==> config.mk <==
export PLATFORM = sky130hd
export DESIGN_NAME = nvmac_top
export DESIGN_NICKNAME = d
export VERILOG_FILES = /design/src/verilog/nvmac_pkg.sv /design/src/verilog/nvmac_top.sv /design/src/verilog/nvmac_array.sv
export SDC_FILE = /design/constraint.sdc
export NUM_CORES = 1
export LEC_CHECK = 0
export BUFFER_PORTS_ARGS = -buffer_cell sky130_fd_sc_hd__buf_2
export CAP_MARGIN = 25
export CORE_MARGIN = 2
export CORE_UTILIZATION = 45
export DETAILED_ROUTE_END_ITERATION = 10
export GPL_ROUTABILITY_DRIVEN = 0
export GPL_TIMING_DRIVEN = 0
export MAX_ROUTING_LAYER = met4
export SETUP_SLACK_MARGIN = 0.15
export SLEW_MARGIN = 10
export SYNTH_ARGS = -nofsm -noshare
export SYNTH_HDL_FRONTEND = slang
export SYNTH_HIERARCHICAL = 1
export SYNTH_SLANG_ARGS = --single-unit
==> constraint.sdc <==
create_clock -name CLK_I -period 3.6 [get_ports CLK_I]
set_input_delay 0.9 -clock CLK_I [delete_from_list [all_inputs] [get_ports CLK_I]]
set_output_delay 0.9 -clock CLK_I [all_outputs]
set_load 0.02 [all_outputs]
==> src/verilog/nvmac_pkg.sv <==
// Package with register offsets, bit positions and timing for the controller.
package nvmac_pkg;
   localparam logic [7:0] NVMAC_OFS_DATA    = 8'h9a;
   localparam logic [7:0] NVMAC_OFS_INDEX   = 8'h9b;
   localparam logic [7:0] NVMAC_OFS_CONTROL = 8'h9c;
   localparam logic [7:0] NVMAC_OFS_UNLOCK  = 8'h9d;
   localparam int NVMAC_BIT_ABORT   = 3;
   localparam int NVMAC_BIT_PERMIT  = 2;
   localparam int NVMAC_BIT_PROGRAM = 1;
   localparam int NVMAC_BIT_FETCH   = 0;
   localparam logic [7:0] NVMAC_KEY_FIRST  = 8'h55;
   localparam logic [7:0] NVMAC_KEY_SECOND = 8'haa;
   localparam int NVMAC_DEPTH       = 128;
   localparam int NVMAC_ADDR_W      = 7;
   // Cycles from the first key write to the second, and from the second to the trigger.
   localparam logic [2:0] NVMAC_GAP_KEY  = 3'h2;
   localparam logic [2:0] NVMAC_GAP_TRIG = 3'h1;
   localparam int NVMAC_CLK_MHZ      = 100;
   localparam int NVMAC_PROG_US      = 4000;
   localparam int NVMAC_PROG_CYCLES  = NVMAC_PROG_US * NVMAC_CLK_MHZ;
   localparam int NVMAC_PWRUP_MS     = 72;
   localparam int NVMAC_PWRUP_CYCLES = NVMAC_PWRUP_MS * 1000 * NVMAC_CLK_MHZ;
   typedef enum logic [1:0] {
      NVMAC_ST_IDLE  = 2'b00,
      NVMAC_ST_KEY1  = 2'b01,
      NVMAC_ST_KEY2  = 2'b11
   } nvmac_unlock_e;
endpackage

==> src/verilog/nvmac_top.sv <==
// Register front end and unlock guard for the data nonvolatile memory.
`timescale 1ns/1ps
// Overview of operation
// - 128 byte locations addressed by index bits 6..0, 0h to 7Fh.
// - A program erases the byte then writes it, no erase command.
// - Program duration is timed by an internal counter.
// - Fetch and program triggers are set-only; hardware clears them.
// - Fetch loads the data register the next cycle and self-clears.
// - Data register holds until next fetch or software write.
// - Program needs 55h, AAh to unlock port, then trigger.
// - Unlock sequence must take an exact cycle count.
// - Program trigger cannot be set while permit is clear.
// - Clearing permit mid-program is harmless; hardware clears it only on reset.
// - Permit is clear after power-up.
// - Program end clears trigger, sets done flag; software clears flag.
// - Warm reset during a program sets abort; data and index kept.
// - Unlock port has no storage and reads zero.
// - Programs are refused while the power-up timer runs.
// - Code protection blocks only the external programmer.
// - Control: abort bit3, permit bit2, program bit1, fetch bit0.
////////////////////////////////////////////////////////////////////////////////
module nvmac_top
   import nvmac_pkg::*;
#(
   parameter int PROG_CYCLES  = NVMAC_PROG_CYCLES,
   parameter int PWRUP_CYCLES = NVMAC_PWRUP_CYCLES
) (
   // Clock and resets.
   input  wire logic       CLK_I,
   input  wire logic       NRST_I,
   input  wire logic       POR_I,
   input  wire logic       WARM_RESET_I,
   // Register port of the CPU.
   input  wire logic [7:0] ADDR_I,
   input  wire logic [7:0] WDATA_I,
   input  wire logic       WR_I,
   input  wire logic       RD_I,
   output logic [7:0]      RDATA_O,
   // Flag and protection.
   input  wire logic       DONE_CLR_I,
   input  wire logic       CODE_PROTECT_I,
   input  wire logic       EXT_PROG_REQ_I,
   output logic            DONE_FLAG_O,
   output logic            EXT_ACCESS_OK_O
);
   logic [7:0]    index_reg;
   logic [7:0]    data_reg;
   logic          permit_reg;
   logic          abort_reg;
   logic          program_reg;
   logic          fetch_reg;
   logic          done_reg;
   logic [31:0]   pwrup_reg;
   logic [2:0]    gap_reg;
   nvmac_unlock_e unl_reg;
   nvmac_unlock_e unl_next;
   logic [7:0]    arr_rdata;
   logic          arr_busy;
   logic          arr_done;
   // One decode for every register hit keeps all write strobes in step.
   function automatic logic reg_hit(input logic [7:0] addr,
                                    input logic [7:0] ofs);
      return addr == ofs;
   endfunction
   wire wr_index   = WR_I && reg_hit(ADDR_I, NVMAC_OFS_INDEX);
   wire wr_data    = WR_I && reg_hit(ADDR_I, NVMAC_OFS_DATA);
   wire wr_control = WR_I && reg_hit(ADDR_I, NVMAC_OFS_CONTROL);
   wire wr_unlock  = WR_I && reg_hit(ADDR_I, NVMAC_OFS_UNLOCK);
   wire pwrup_run  = (pwrup_reg != 32'h0);
   wire set_prog   = wr_control && WDATA_I[NVMAC_BIT_PROGRAM];
   wire prog_ok    = set_prog && permit_reg && !pwrup_run
                     && !program_reg && (unl_reg == NVMAC_ST_KEY2)
                     && (gap_reg == NVMAC_GAP_TRIG);
   wire set_fetch  = wr_control && WDATA_I[NVMAC_BIT_FETCH];
   wire cut        = WARM_RESET_I && arr_busy;
   wire [7:0] ctl_rd = {4'h0, abort_reg, permit_reg, program_reg,
                        fetch_reg};
   ////////////////////////////////////////////////////////////////////////////
   nvmac_array #(
      .PROG_CYCLES (PROG_CYCLES)
   ) u_array (
      .clk_i   (CLK_I),
      .nrst_i  (POR_I ? 1'b0 : 1'b1),
      .addr_i  (index_reg[NVMAC_ADDR_W-1:0]),
      .wdata_i (data_reg),
      .start_i (prog_ok),
      .cut_i   (cut),
      .rdata_o (arr_rdata),
      .busy_o  (arr_busy),
      .done_o  (arr_done)
   );
   // The CPU path ignores code protection entirely.
   assign EXT_ACCESS_OK_O = !CODE_PROTECT_I && EXT_PROG_REQ_I;
   assign DONE_FLAG_O     = done_reg;
   // Read mux; the unlock port has no storage and returns zero.
   always_comb begin
      case (ADDR_I)
         NVMAC_OFS_INDEX:   RDATA_O = index_reg;
         NVMAC_OFS_DATA:    RDATA_O = data_reg;
         NVMAC_OFS_CONTROL: RDATA_O = ctl_rd;
         NVMAC_OFS_UNLOCK:  RDATA_O = 8'h00;
         default:           RDATA_O = 8'h00;
      endcase
   end
   ////////////////////////////////////////////////////////////////////////////
   // Unlock tracker; a stray write in between breaks the count.
   always_comb begin
      unl_next = unl_reg;
      case (unl_reg)
         NVMAC_ST_IDLE: begin
            if (wr_unlock && WDATA_I == NVMAC_KEY_FIRST) begin
               unl_next = NVMAC_ST_KEY1;
            end
         end
         NVMAC_ST_KEY1: begin
            if (wr_unlock && WDATA_I == NVMAC_KEY_SECOND
                && gap_reg == NVMAC_GAP_KEY) begin
               unl_next = NVMAC_ST_KEY2;
            end else if (WR_I || gap_reg > NVMAC_GAP_KEY) begin
               unl_next = NVMAC_ST_IDLE;
            end
         end
         NVMAC_ST_KEY2: begin
            if (WR_I || gap_reg >= NVMAC_GAP_TRIG) begin
               unl_next = NVMAC_ST_IDLE;
            end
         end
         default: unl_next = NVMAC_ST_IDLE;
      endcase
   end
   always_ff @(posedge CLK_I) begin
      if (!NRST_I) begin
         unl_reg <= NVMAC_ST_IDLE;
         gap_reg <= 3'h0;
      end else begin
         unl_reg <= unl_next;
         // Loading one on a step makes the count equal the cycles since
         // the last key write, so the gap constants read as plain cycles.
         gap_reg <= (unl_next != unl_reg) ? 3'h1 : gap_reg + 3'h1;
      end
   end
   ////////////////////////////////////////////////////////////////////////////
   // Power-up timer only runs after a cold start.
   always_ff @(posedge CLK_I) begin
      if (POR_I) begin
         pwrup_reg <= 32'(PWRUP_CYCLES);
      end else if (pwrup_run) begin
         pwrup_reg <= pwrup_reg - 32'h1;
      end
   end
   // Index and data survive warm resets so software can retry.
   always_ff @(posedge CLK_I) begin
      if (POR_I) begin
         index_reg <= 8'h00;
         data_reg  <= 8'h00;
      end else begin
         if (wr_index) begin
            index_reg <= WDATA_I;
         end
         if (fetch_reg) begin
            data_reg <= arr_rdata;
         end else if (wr_data) begin
            data_reg <= WDATA_I;
         end
      end
   end
   // Control bits. Warm reset clears triggers and permit but keeps abort.
   always_ff @(posedge CLK_I) begin
      if (POR_I) begin
         permit_reg  <= 1'b0;
         abort_reg   <= 1'b0;
         program_reg <= 1'b0;
         fetch_reg   <= 1'b0;
         done_reg    <= 1'b0;
      end else if (!NRST_I || WARM_RESET_I) begin
         permit_reg  <= 1'b0;
         program_reg <= 1'b0;
         fetch_reg   <= 1'b0;
         if (cut) begin
            abort_reg <= 1'b1;
         end
      end else begin
         // Software may only set the triggers, never clear them.
         fetch_reg <= set_fetch && !fetch_reg;
         if (prog_ok) begin
            program_reg <= 1'b1;
         end else if (arr_done) begin
            program_reg <= 1'b0;
         end
         if (wr_control) begin
            permit_reg <= WDATA_I[NVMAC_BIT_PERMIT];
            abort_reg  <= WDATA_I[NVMAC_BIT_ABORT];
         end
         // Completion wins over a same-cycle clear.
         if (arr_done) begin
            done_reg <= 1'b1;
         end else if (DONE_CLR_I) begin
            done_reg <= 1'b0;
         end
      end
   end

   // Age of the running program, so its length is checked without a long
   // repetition that the tools would have to unroll.
   logic [31:0] prog_age_reg;
   always_ff @(posedge CLK_I) begin
      if (!program_reg) begin
         prog_age_reg <= 32'h0;
      end else begin
         prog_age_reg <= prog_age_reg + 32'h1;
      end
   end
endmodule

==> src/verilog/nvmac_array.sv <==
// Storage array of the data nonvolatile memory with a self-timed program.
`timescale 1ns/1ps
module nvmac_array
   import nvmac_pkg::*;
#(
   parameter int PROG_CYCLES = NVMAC_PROG_CYCLES
) (
   input  wire logic                    clk_i,
   input  wire logic                    nrst_i,
   // Access.
   input  wire logic [NVMAC_ADDR_W-1:0] addr_i,
   input  wire logic [7:0]              wdata_i,
   input  wire logic                    start_i,
   input  wire logic                    cut_i,
   output logic [7:0]                   rdata_o,
   output logic                         busy_o,
   output logic                         done_o
);
   logic [7:0]              mem_reg [NVMAC_DEPTH];
   logic [31:0]             cnt_reg;
   logic [NVMAC_ADDR_W-1:0] addr_reg;
   logic [7:0]              data_reg;
   logic                    busy_reg;
   logic                    last;
   assign last    = busy_reg && (cnt_reg == 32'h1);
   assign rdata_o = mem_reg[addr_i];
   assign busy_o  = busy_reg;
   assign done_o  = last && !cut_i;
   // Cells keep their contents through reset, as a real array would.
   always_ff @(posedge clk_i) begin
      if (!nrst_i || cut_i) begin
         busy_reg <= 1'b0;
         cnt_reg  <= 32'h0;
      end else if (start_i && !busy_reg) begin
         busy_reg <= 1'b1;
         cnt_reg  <= 32'(PROG_CYCLES);
         addr_reg <= addr_i;
         data_reg <= wdata_i;
      end else if (busy_reg) begin
         cnt_reg <= cnt_reg - 32'h1;
         if (last) begin
            busy_reg <= 1'b0;
         end
      end
   end
   // Erase is implied: the whole byte is replaced, no erase command.
   always_ff @(posedge clk_i) begin
      if (nrst_i && !cut_i && last) begin
         mem_reg[addr_reg] <= data_reg;
      end
   end
endmodule

Word-level counts from Yosys, hierarchy flattened --
Memory sizes are Yosys's and may differ from the RTL's. A register that Yosys moved wholly into a read port is not among the register bits. Cells that the tools add are included.
Cells by class: bitwise logic cells 3, reduce and logical (&&, ||, !) cells 46, muxes and demuxes 26, eq/ne operators 13, order comparisons 2, $add $sub $neg 3
Operators with widths (number):
- 32-bit by 1-bit subtractor with 32-bit output (second input constant) | 2
- 8-bit equality test (second input constant) | 5
- 19-bit 2-to-1 mux | 2
- 32-bit by 1-bit equality test with 1-bit output (second input constant) | 1
- 32-bit nonzero test | 1
- 8-bit one-hot mux with 3 select lines | 1
- 1-bit logical AND | 22
- 8-bit 2-to-1 mux | 2
- 1-bit 2-to-1 mux | 14
- 7-bit 2-to-1 mux | 2
- 2-bit nonzero test | 5
- 8-bit by 7-bit equality test with 1-bit output (second input constant) | 1
- 2-bit 2-to-1 mux | 4
- 1-bit zero test | 7
- 2-bit one-hot mux with 3 select lines | 1
- 2-bit AND reduction | 3
- 2-bit OR reduction | 3
- 1-bit logical OR | 4
- 3-bit by 1-bit adder with 3-bit output (second input constant) | 1
- 3-bit by 1-bit equality test with 1-bit output (second input constant) | 1
- 3-bit by 2-bit equality test with 1-bit output (second input constant) | 1
- 3-bit by 1-bit greater-or-equal comparator with 1-bit output (second input constant) | 1
- 3-bit by 2-bit greater-than comparator with 1-bit output (second input constant) | 1
- 1-bit NOT | 3
- other kinds (5) | 5
Word-level totals: register bits 106, logic and storage cells 110, bits in writable memories 1024, memories kept 1, output and inout port bits 10
Memory list:
- u_array.mem_reg | words 128, width 8, read ports 1, clocked after Yosys merged registers in 1, wr ports 1, line nvmac_array.sv:19 | logic [7:0] mem_reg [NVMAC_DEPTH];

Depth between registers and ports, before layout --
Gate-level depths: netlist (run 1).
word-level depth 10, depth in mapped cells 10

By module --
The synthesis (run 1) kept the hierarchy.
By module, submodules not included:
- nvmac_array | times used 1, cells each 1804, area an instance 41357.2 um^2
- nvmac_top | times used 1, cells each 351, area an instance 2982.9 um^2

Worst setup path before layout (run 1) --
OpenSTA, ideal clock, no wires.
path type register to register, from register index_reg[0], to register, netlist name data_reg[3], path buffers 3, data required time 3.468 ns, clock period less this slack 3.287 ns, setup slack 0.313 ns, data arrival time 3.156 ns, stages on the path, launching flop included 10, cells stage by stage dfxtp_1 > clkbuf_1 > buf_2 > buf_1 > mux4_2 > mux4_2 > mux4_2 > mux2_2 > nor2b_1 > nor3_1
RTL lines:
- start, declared | line nvmac_top.sv:46 | logic [7:0] index_reg;
- start signal, assigned | line nvmac_top.sv:154 | index_reg <= 8'h00;
- start signal, assigned | line nvmac_top.sv:158 | index_reg <= WDATA_I;

==> results.txt, run 1 <==
Post-synth EDFFs: 1039
Multi-input gate area: 11400 um2
Synth Cell Area: 44300 um2
Crit Path Max Fanout: 8
R2R setup slack: 0.17 ns
Filler cell count: 7435
Hold path startpoint: pwrup_reg[13]$_SDFFE_PP0P_
CP required: 4.14 ns
Share of cells above drive strength 1: 34.5%
Fmax: 291 MHz
Nets@finish: 2458
Total of max-cap violations: 0
Largest register FFs: 1024
Starting Density: 45.3%
P&R area growth vs syn: 18.7%
FP Rows: 115
Worst setup margin: 0.169 ns
Critical path data arrival time: 3.97 ns
Fin Setup TNS: 0 ns
Synth area leaders: edfxtp_1 (70%), mux4_2 (17%), dfxtp_1 (4.1%)
First-pass GRT wire length: 160000 um
Initial antenna violation count: 3
Slew margin rel.: 39.5%
Vias: 22600
Max IR drop VDD: 0.423 mV
Port-buffer cells: 32
CTS tree: built
Critical Path Start Type: flop
RSZ-0062 raised after global routing: true
Setup-failing EPs final: 0
Routed WL: 110000 um
Antenna-violating nets left: 0
Outcome: complete, no violations
CTS Buffer Depth: 3
DIE WIDTH: 318 um
Cell Count, Final, Fillers Out: 3812
PwrDens: 500 nW/um2
Final period utilization: 95.3%
Drt pass-1 iters: 6
Gr ovfl total: 0
Detailed Place HPWL: 75400 um
Worst reg-to-reg path cell count: 11
Placed Cells: 3534
Largest net degree at the start of global routing: 29
Yosys warns: 6
Die area: 101000 um2
Clock period minus worst slack: 3.43 ns
Via density: 5.93
Syn Area/Cell: 20.6 um2
Area after DPL: 47400 um2
Clock sink count: 1130
Worst Hold End: pwrup_reg[13]$_SDFFE_PP0P_
WS Path Type: reg -> reg
Vias in the first global route: 23000
Syn_nets: 2187
Post-synthesis async set-or-reset flop share: 0%
Seq/Total Area, Yosys: 74.5%
Post-synth top area cell: edfxtp_1
Fin util: 53.7%
Top cell type's share of synthesized area: 70.4%
WHS Path Cells: 2
Core Area: 98000 um2
Tot GR Track Use: 22.5%
Cell area after layout: 52600 um2
Worst-Margin Slew: 0.896 ns
Die height: 318 um
#FFs+latches synth: 1130
Root Driver: clkbuf_16
CTS H-tree depth: 3
# IOs: 35
DR WL/cell: 28.8 um
Cell leakage power: 13.4 nW
Final Max Tran Viols: 0
Clk Latency, worst-skew pair: 0.70 ns
DRC Markers: 0
Clock-pin slew on the worst setup and hold paths: 0.06 ns
Final hold vios: 0
CTS buffer count: 114
Initial DRC count: 2550
FF-to-FF End: data_reg[2]$_SDFFE_PP0P_
Place WS: -2.08 ns
CP endpoint kind: flop
Worst hold path type: reg -> reg
Clock Skew: 0.0305 ns
Post-Syn Instances: 2155
Synth unique cells: 66
Prevailing post-synth register cell: edfxtp_1
Register area: 33000 um2
RR Startpoint: index_reg[0]$_SDFFE_PP0P_
stage by stage:
stage	total power, mW	hold slack, ns
after CTS	26.5	0.444
after detailed placement	14.6	0.454
after floorplan	14.6	0.431
after global routing	27.0	0.466
final	26.3	0.461
after global placement	14.6	0.449
worst max-delay path, stage by stage (launching register included):
cell and delay, ns:
dfxtp_4 0.39, clkbuf_8 0.16, clkbuf_8 0.15, buf_12 0.17, buf_6 0.14, buf_12 0.15, mux4_2 0.52, mux4_2 0.59
mux4_2 0.49, mux2_2 0.32, nor2b_1 0.12, nor3_1 0.05
power breakdown:
| part | internal, mW | switching, mW |
|---|---|---|
| sequential | 14.1 | 0.0267 |
| combinational | 0.0837 | 0.120 |
| clock | 7.02 | 4.94 |
repair_timing:
item / CTS / global route
pin swaps: 36 / 11
setup endpoints to repair: 1036 / 815
resized for setup: 326 / 46
buffers inserted: 54 / 9
hold buffers: 0 / 0
endpoints found under the hold margin: 0 / 0
cloned: 0 / 0
cell families (layout without fill, tap and decap cells):
family	count (synthesis)	after routing	synth area share, %
xor gates and xnor gates	24	24	0.474
other	0	3	0
AOI/OAI and AO/OA	93	93	1.39
buffers and inverters	118	485	1.03
adders and majority gates	7	7	0.198
DFF	1130	1130	74.5
muxes	350	350	17.4
and+or+nand+nor	433	433	5.03
layout by cell type (no fill, tap or decap), types with 7 or more instances in the layout:
cell type,n
dfxtp_1,89
or4_1,9
nand4b_1,9
mux4_2,336
nand4_1,12
buf_4,61
edfxtp_1,1039
a21oi_1,28
o21ai_0,10
buf_6,11
clkbuf_1,31
buf_2,44
buf_16,29
xnor2_1,13
clkbuf_16,120
nor2_2,59
bufinv_16,15
nor4_1,16
and3_1,9
or3_1,23
clkbuf_4,15
nand2_1,49
nand3_1,26
ha_1,7
mux2_2,7
xor2_1,11
buf_12,17
o31ai_1,10
nor3_1,32
clkinv_1,33
nor2b_1,23
a211oi_1,10
clkbuf_2,29
inv_1,14
buf_8,26
nor2_1,74
clkinv_2,20
nor2_4,42
Yosys cell counts, types with 4 or more instances:
| library cell | instances |
|---|---|
| or4_1 | 12 |
| nand3_1 | 26 |
| xor2_1 | 11 |
| o21ai_1 | 4 |
| a21oi_1 | 28 |
| nor4b_1 | 5 |
| nand4_1 | 12 |
| ha_1 | 7 |
| nand2b_1 | 6 |
| dfxtp_1 | 91 |
| mux2_2 | 8 |
| nand4b_1 | 9 |
| or3_1 | 23 |
| a22o_1 | 4 |
| edfxtp_1 | 1039 |
| mux4_2 | 336 |
| and3_1 | 9 |
| o21ai_0 | 10 |
| a211oi_1 | 10 |
| nand2_1 | 49 |
| nor2b_1 | 25 |
| and2_1 | 5 |
| nor4_1 | 17 |
| inv_1 | 14 |
| buf_2 | 4 |
| nor3_1 | 35 |
| nor2_1 | 174 |
| o31ai_1 | 10 |
| a22oi_1 | 5 |
| clkbuf_1 | 69 |
| xnor2_1 | 13 |
| buf_1 | 30 |
cell type report:
class / count / share of cell area, %
Timing Repair Buffer: 155 / 3.88
Clock buffer: 131 / 5.70
Inverter: 14 / 0.0998
Antenna cell: 3 / 0.0143
Sequential cell: 1130 / 62.7
Tap cell: 1287 / 3.06
Buffer: 104 / 1.36
Multi-Input combinational cell: 907 / 21.6
Clock inverter: 81 / 1.54
routing by layer:
layer / vias to the layer above / part of all wire, % / global-route usage, %
met3: 180 / 7.3 / 4.25
met1: 12000 / 40 / 29.5
met4: 0 / 2.4 / 5.66
li1: 9565 / - / -
met2: 861 / 50 / 36.6
met5: - / 0 / -
how the worst max path moves through the flow:
stage	cells past startpoint	startpoint	endpoint	slack (ns)
2_1_floorplan	9	index_reg[0]$_SDFFE_PP0P_	data_reg[3]$_SDFFE_PP0P_	0.31
3_3_place_gp	9	POR_I	u_array/mem_reg[69][2]$_DFFE_PP_	-2.10
3_5_place_dp	9	POR_I	u_array/mem_reg[74][4]$_DFFE_PP_	-2.08
4_1_cts	9	u_array/cnt_reg[24]$_SDFFE_PP0P_	u_array/mem_reg[38][2]$_DFFE_PP_	0.14
5_1_grt	11	index_reg[0]$_SDFFE_PP0P_	data_reg[1]$_SDFFE_PP0P_	0.13
6_report	11	index_reg[0]$_SDFFE_PP0P_	data_reg[2]$_SDFFE_PP0P_	0.17
Note: power is estimated with default switching activity, not from simulation.
==> run 2: changes to the inputs <==
clock period = 4 ns   (was 3.6 ns; I/O delays follow)
==> results.txt, run 2 (synthesis gave the netlist of run 1 again) <==
Outcome: complete, no violations (unchanged)
Sequential share of power: 53.8% (about the same)
CP required: 4.31 ns (was 4.14 ns)
DRC Markers: 0 (unchanged)
Final hold vios: 0 (unchanged)
Area after DPL: 47400 um2 (unchanged)
Detailed Place HPWL: 75400 um (unchanged)
Total of max-cap violations: 0 (unchanged)
Worst-Margin Slew: 0.977 ns (was 0.896 ns)
Die area: 101000 um2 (unchanged)
Vias in the first global route: 22900 (was 23000)
Critical path data arrival time: 4.15 ns (was 3.97 ns)
Critical Path Start Type: flop (unchanged)
Port-buffer cells: 32 (unchanged)
Filler cell count: 7533 (was 7435)
CP endpoint kind: flop (unchanged)
Setup-failing EPs final: 0 (unchanged)
Routed WL: 109000 um (was 110000 um)
Clk pwr share: 45.4% (about the same)
Gr ovfl total: 0 (unchanged)
Tot GR Track Use: 22.4% (was 22.5%)
Clock period minus worst slack: 3.84 ns (was 3.43 ns)
Initial antenna violation count: 2 (was 3)
Switching share of power: 19.2% (was 19.3%)
Fin util: 53.0% (was 53.7%)
Vias: 22600 (about the same)
WS Path Type: reg -> reg (unchanged)
Final period utilization: 96.1% (was 95.3%)
Slew margin rel.: 34.8% (was 39.5%)
Final Max Tran Viols: 0 (unchanged)
Nets@finish: 2436 (was 2458)
Post-CTS Hold Fix Bufs: 0 (unchanged)
Total internal power: 19.1 mW (was 21.2 mW)
Initial DRC count: 2548 (was 2550)
Fmax: 260 MHz (was 291 MHz)
CTS H-tree depth: 3 (unchanged)
CTS tree: built (unchanged)
CTS Buffer Depth: 3 (unchanged)
DIE WIDTH: 318 um (unchanged)
Share of cells above drive strength 1: 31.6% (was 34.5%)
PwrDens: 456 nW/um2 (was 500 nW/um2)
Via density: 5.97 (was 5.93)
RSZ-0062 raised after global routing: true (unchanged)
Most common cell after layout, fill and taps aside: edfxtp_1 (unchanged)
Max IR drop VDD: 0.378 mV (was 0.423 mV)
CTS buffer count: 114 (unchanged)
Clock-pin slew on the worst setup and hold paths: 0.06 ns (about the same)
Largest net degree at the start of global routing: 29 (unchanged)
First-pass GRT wire length: 160000 um (about the same)
Core Area: 98000 um2 (unchanged)
FP Rows: 115 (unchanged)
Die height: 318 um (unchanged)
Largest register FFs: 1024 (unchanged)
Antenna-violating nets left: 0 (unchanged)
Crit Path Max Fanout: 10 (was 8)
Drt pass-1 iters: 6 (unchanged)
DR WL/cell: 28.9 um (was 28.8 um)
Worst hold path type: reg -> reg (unchanged)
Sw power: 4.55 mW (was 5.09 mW)
# IOs: 35 (unchanged)
Logic gate share of total power: 0.8% (about the same)
Cell leakage power: 13.2 nW (was 13.4 nW)
Clk Latency, worst-skew pair: 0.70 ns (about the same)
Most frequent cells in the layout: edfxtp_1 (1039), mux4_2 (336), clkbuf_16 (118), nor2_1 (105), dfxtp_1 (90) (was edfxtp_1 (1039), mux4_2 (336), clkbuf_16 (120), dfxtp_1 (89), nor2_1 (74))
P&R area growth vs syn: 17.1% (was 18.7%)
Root Driver: clkbuf_16 (unchanged)
Starting Density: 45.3% (unchanged)
Clock Skew: 0.0298 ns (was 0.0305 ns)
Clock sink count: 1130 (unchanged)
Cell area after layout: 51900 um2 (was 52600 um2)
[run 2: changes by cell type in the layout (fill, tap and decap cells not counted), moves of 4 or more]
| cell | delta |
|---|---|
| nor2_1 | +31 |
| nor2_4 | -28 |
| buf_12 | -16 |
| buf_4 | -16 |
| clkbuf_1 | +16 |
| clkbuf_4 | -10 |
| buf_6 | -6 |
| clkdlybuf4s15_2 | +5 |
| clkbuf_2 | +4 |
[run 2: power by group through the flow]
stage	sequential, mW	clock, mW	combinational, mW
floorplan	13.0	0	0.124
global placement	13.0	0	0.172
detailed placement	13.0	0	0.177
CTS	12.7	11.0	0.179
global route	12.7	11.4	0.196
finish	12.7	10.7	0.180
[run 2: metal layers]
layer / wire length, um / GRT usage (%) / vias up / share of wire (%)
li1: - / - / 9520 / -
met3: 8050 / 3.84 / 168 / 7.4
met1: 44100 / 29.8 / 12100 / 40
met5: 0 / - / - / 0
met2: 54900 / 36.4 / 868 / 50
met4: 2460 / 5.58 / 0 / 2.2
[run 2: final cells by class]
| type | count | area [um2] | area share (%) |
|---|---|---|---|
| Clock inverter | 81 | 808 | 1.56 |
| Buffer | 104 | 548 | 1.06 |
| Clock buffer | 131 | 3000 | 5.78 |
| Antenna cell | 2 | 5.00 | 0.00964 |
| Tap cell | 1287 | 1610 | 3.10 |
| Inverter | 14 | 52.6 | 0.101 |
| Multi-Input combinational cell | 907 | 11100 | 21.4 |
| Timing Repair Buffer | 133 | 1740 | 3.36 |
| Sequential cell | 1130 | 33000 | 63.6 |
[run 2: path summary, 6_finish.rpt]
path	startpoint	endpoint	cells after the start	slack, ns
min reg2reg	pwrup_reg[13]$_SDFFE_PP0P_	pwrup_reg[13]$_SDFFE_PP0P_	2	0.46
min	pwrup_reg[13]$_SDFFE_PP0P_	pwrup_reg[13]$_SDFFE_PP0P_	2	0.46
max reg2reg	u_array/cnt_reg[24]$_SDFFE_PP0P_	u_array/mem_reg[68][1]$_DFFE_PP_	9	0.16
max	u_array/cnt_reg[24]$_SDFFE_PP0P_	u_array/mem_reg[68][1]$_DFFE_PP_	9	0.16
[run 2: stage by stage]
step / hold WS, ns / power (mW) / setup TNS [ns] / cells / setup WS [ns]
floorplan: 0.431 / 13.1 / 0 / 2155 / 0.593
global placement: 0.449 / 13.2 / -1720.17 / 3474 / -1.80
detailed placement: 0.454 / 13.2 / -1269.06 / 3534 / -1.78
CTS: 0.463 / 23.9 / 0 / 3785 / 0.124
global route: 0.493 / 24.3 / 0 / 3788 / 0.0835
finish: 0.463 / 23.7 / 0 / 3789 / 0.157
[run 2: what timing repair did]
item / CTS / global route
gates resized for setup: 166 / 42
pin swaps: 22 / 0
buffers inserted: 39 / 0
endpoints found under the hold margin: 0 / 0
endpoints found under the setup margin: 1024 / 244
cloned: 0 / 0
[run 2: worst max-delay path, cell delays in order, from the launching register on]
cell and delay [ns]:
dfxtp_1 0.36, or4_1 0.64, or4_1 0.54, nor4_4 0.23, buf_12 0.18, nand4b_1 0.33, buf_8 0.29, clkbuf_1 0.22
buf_6 0.23, nor2_2 0.43
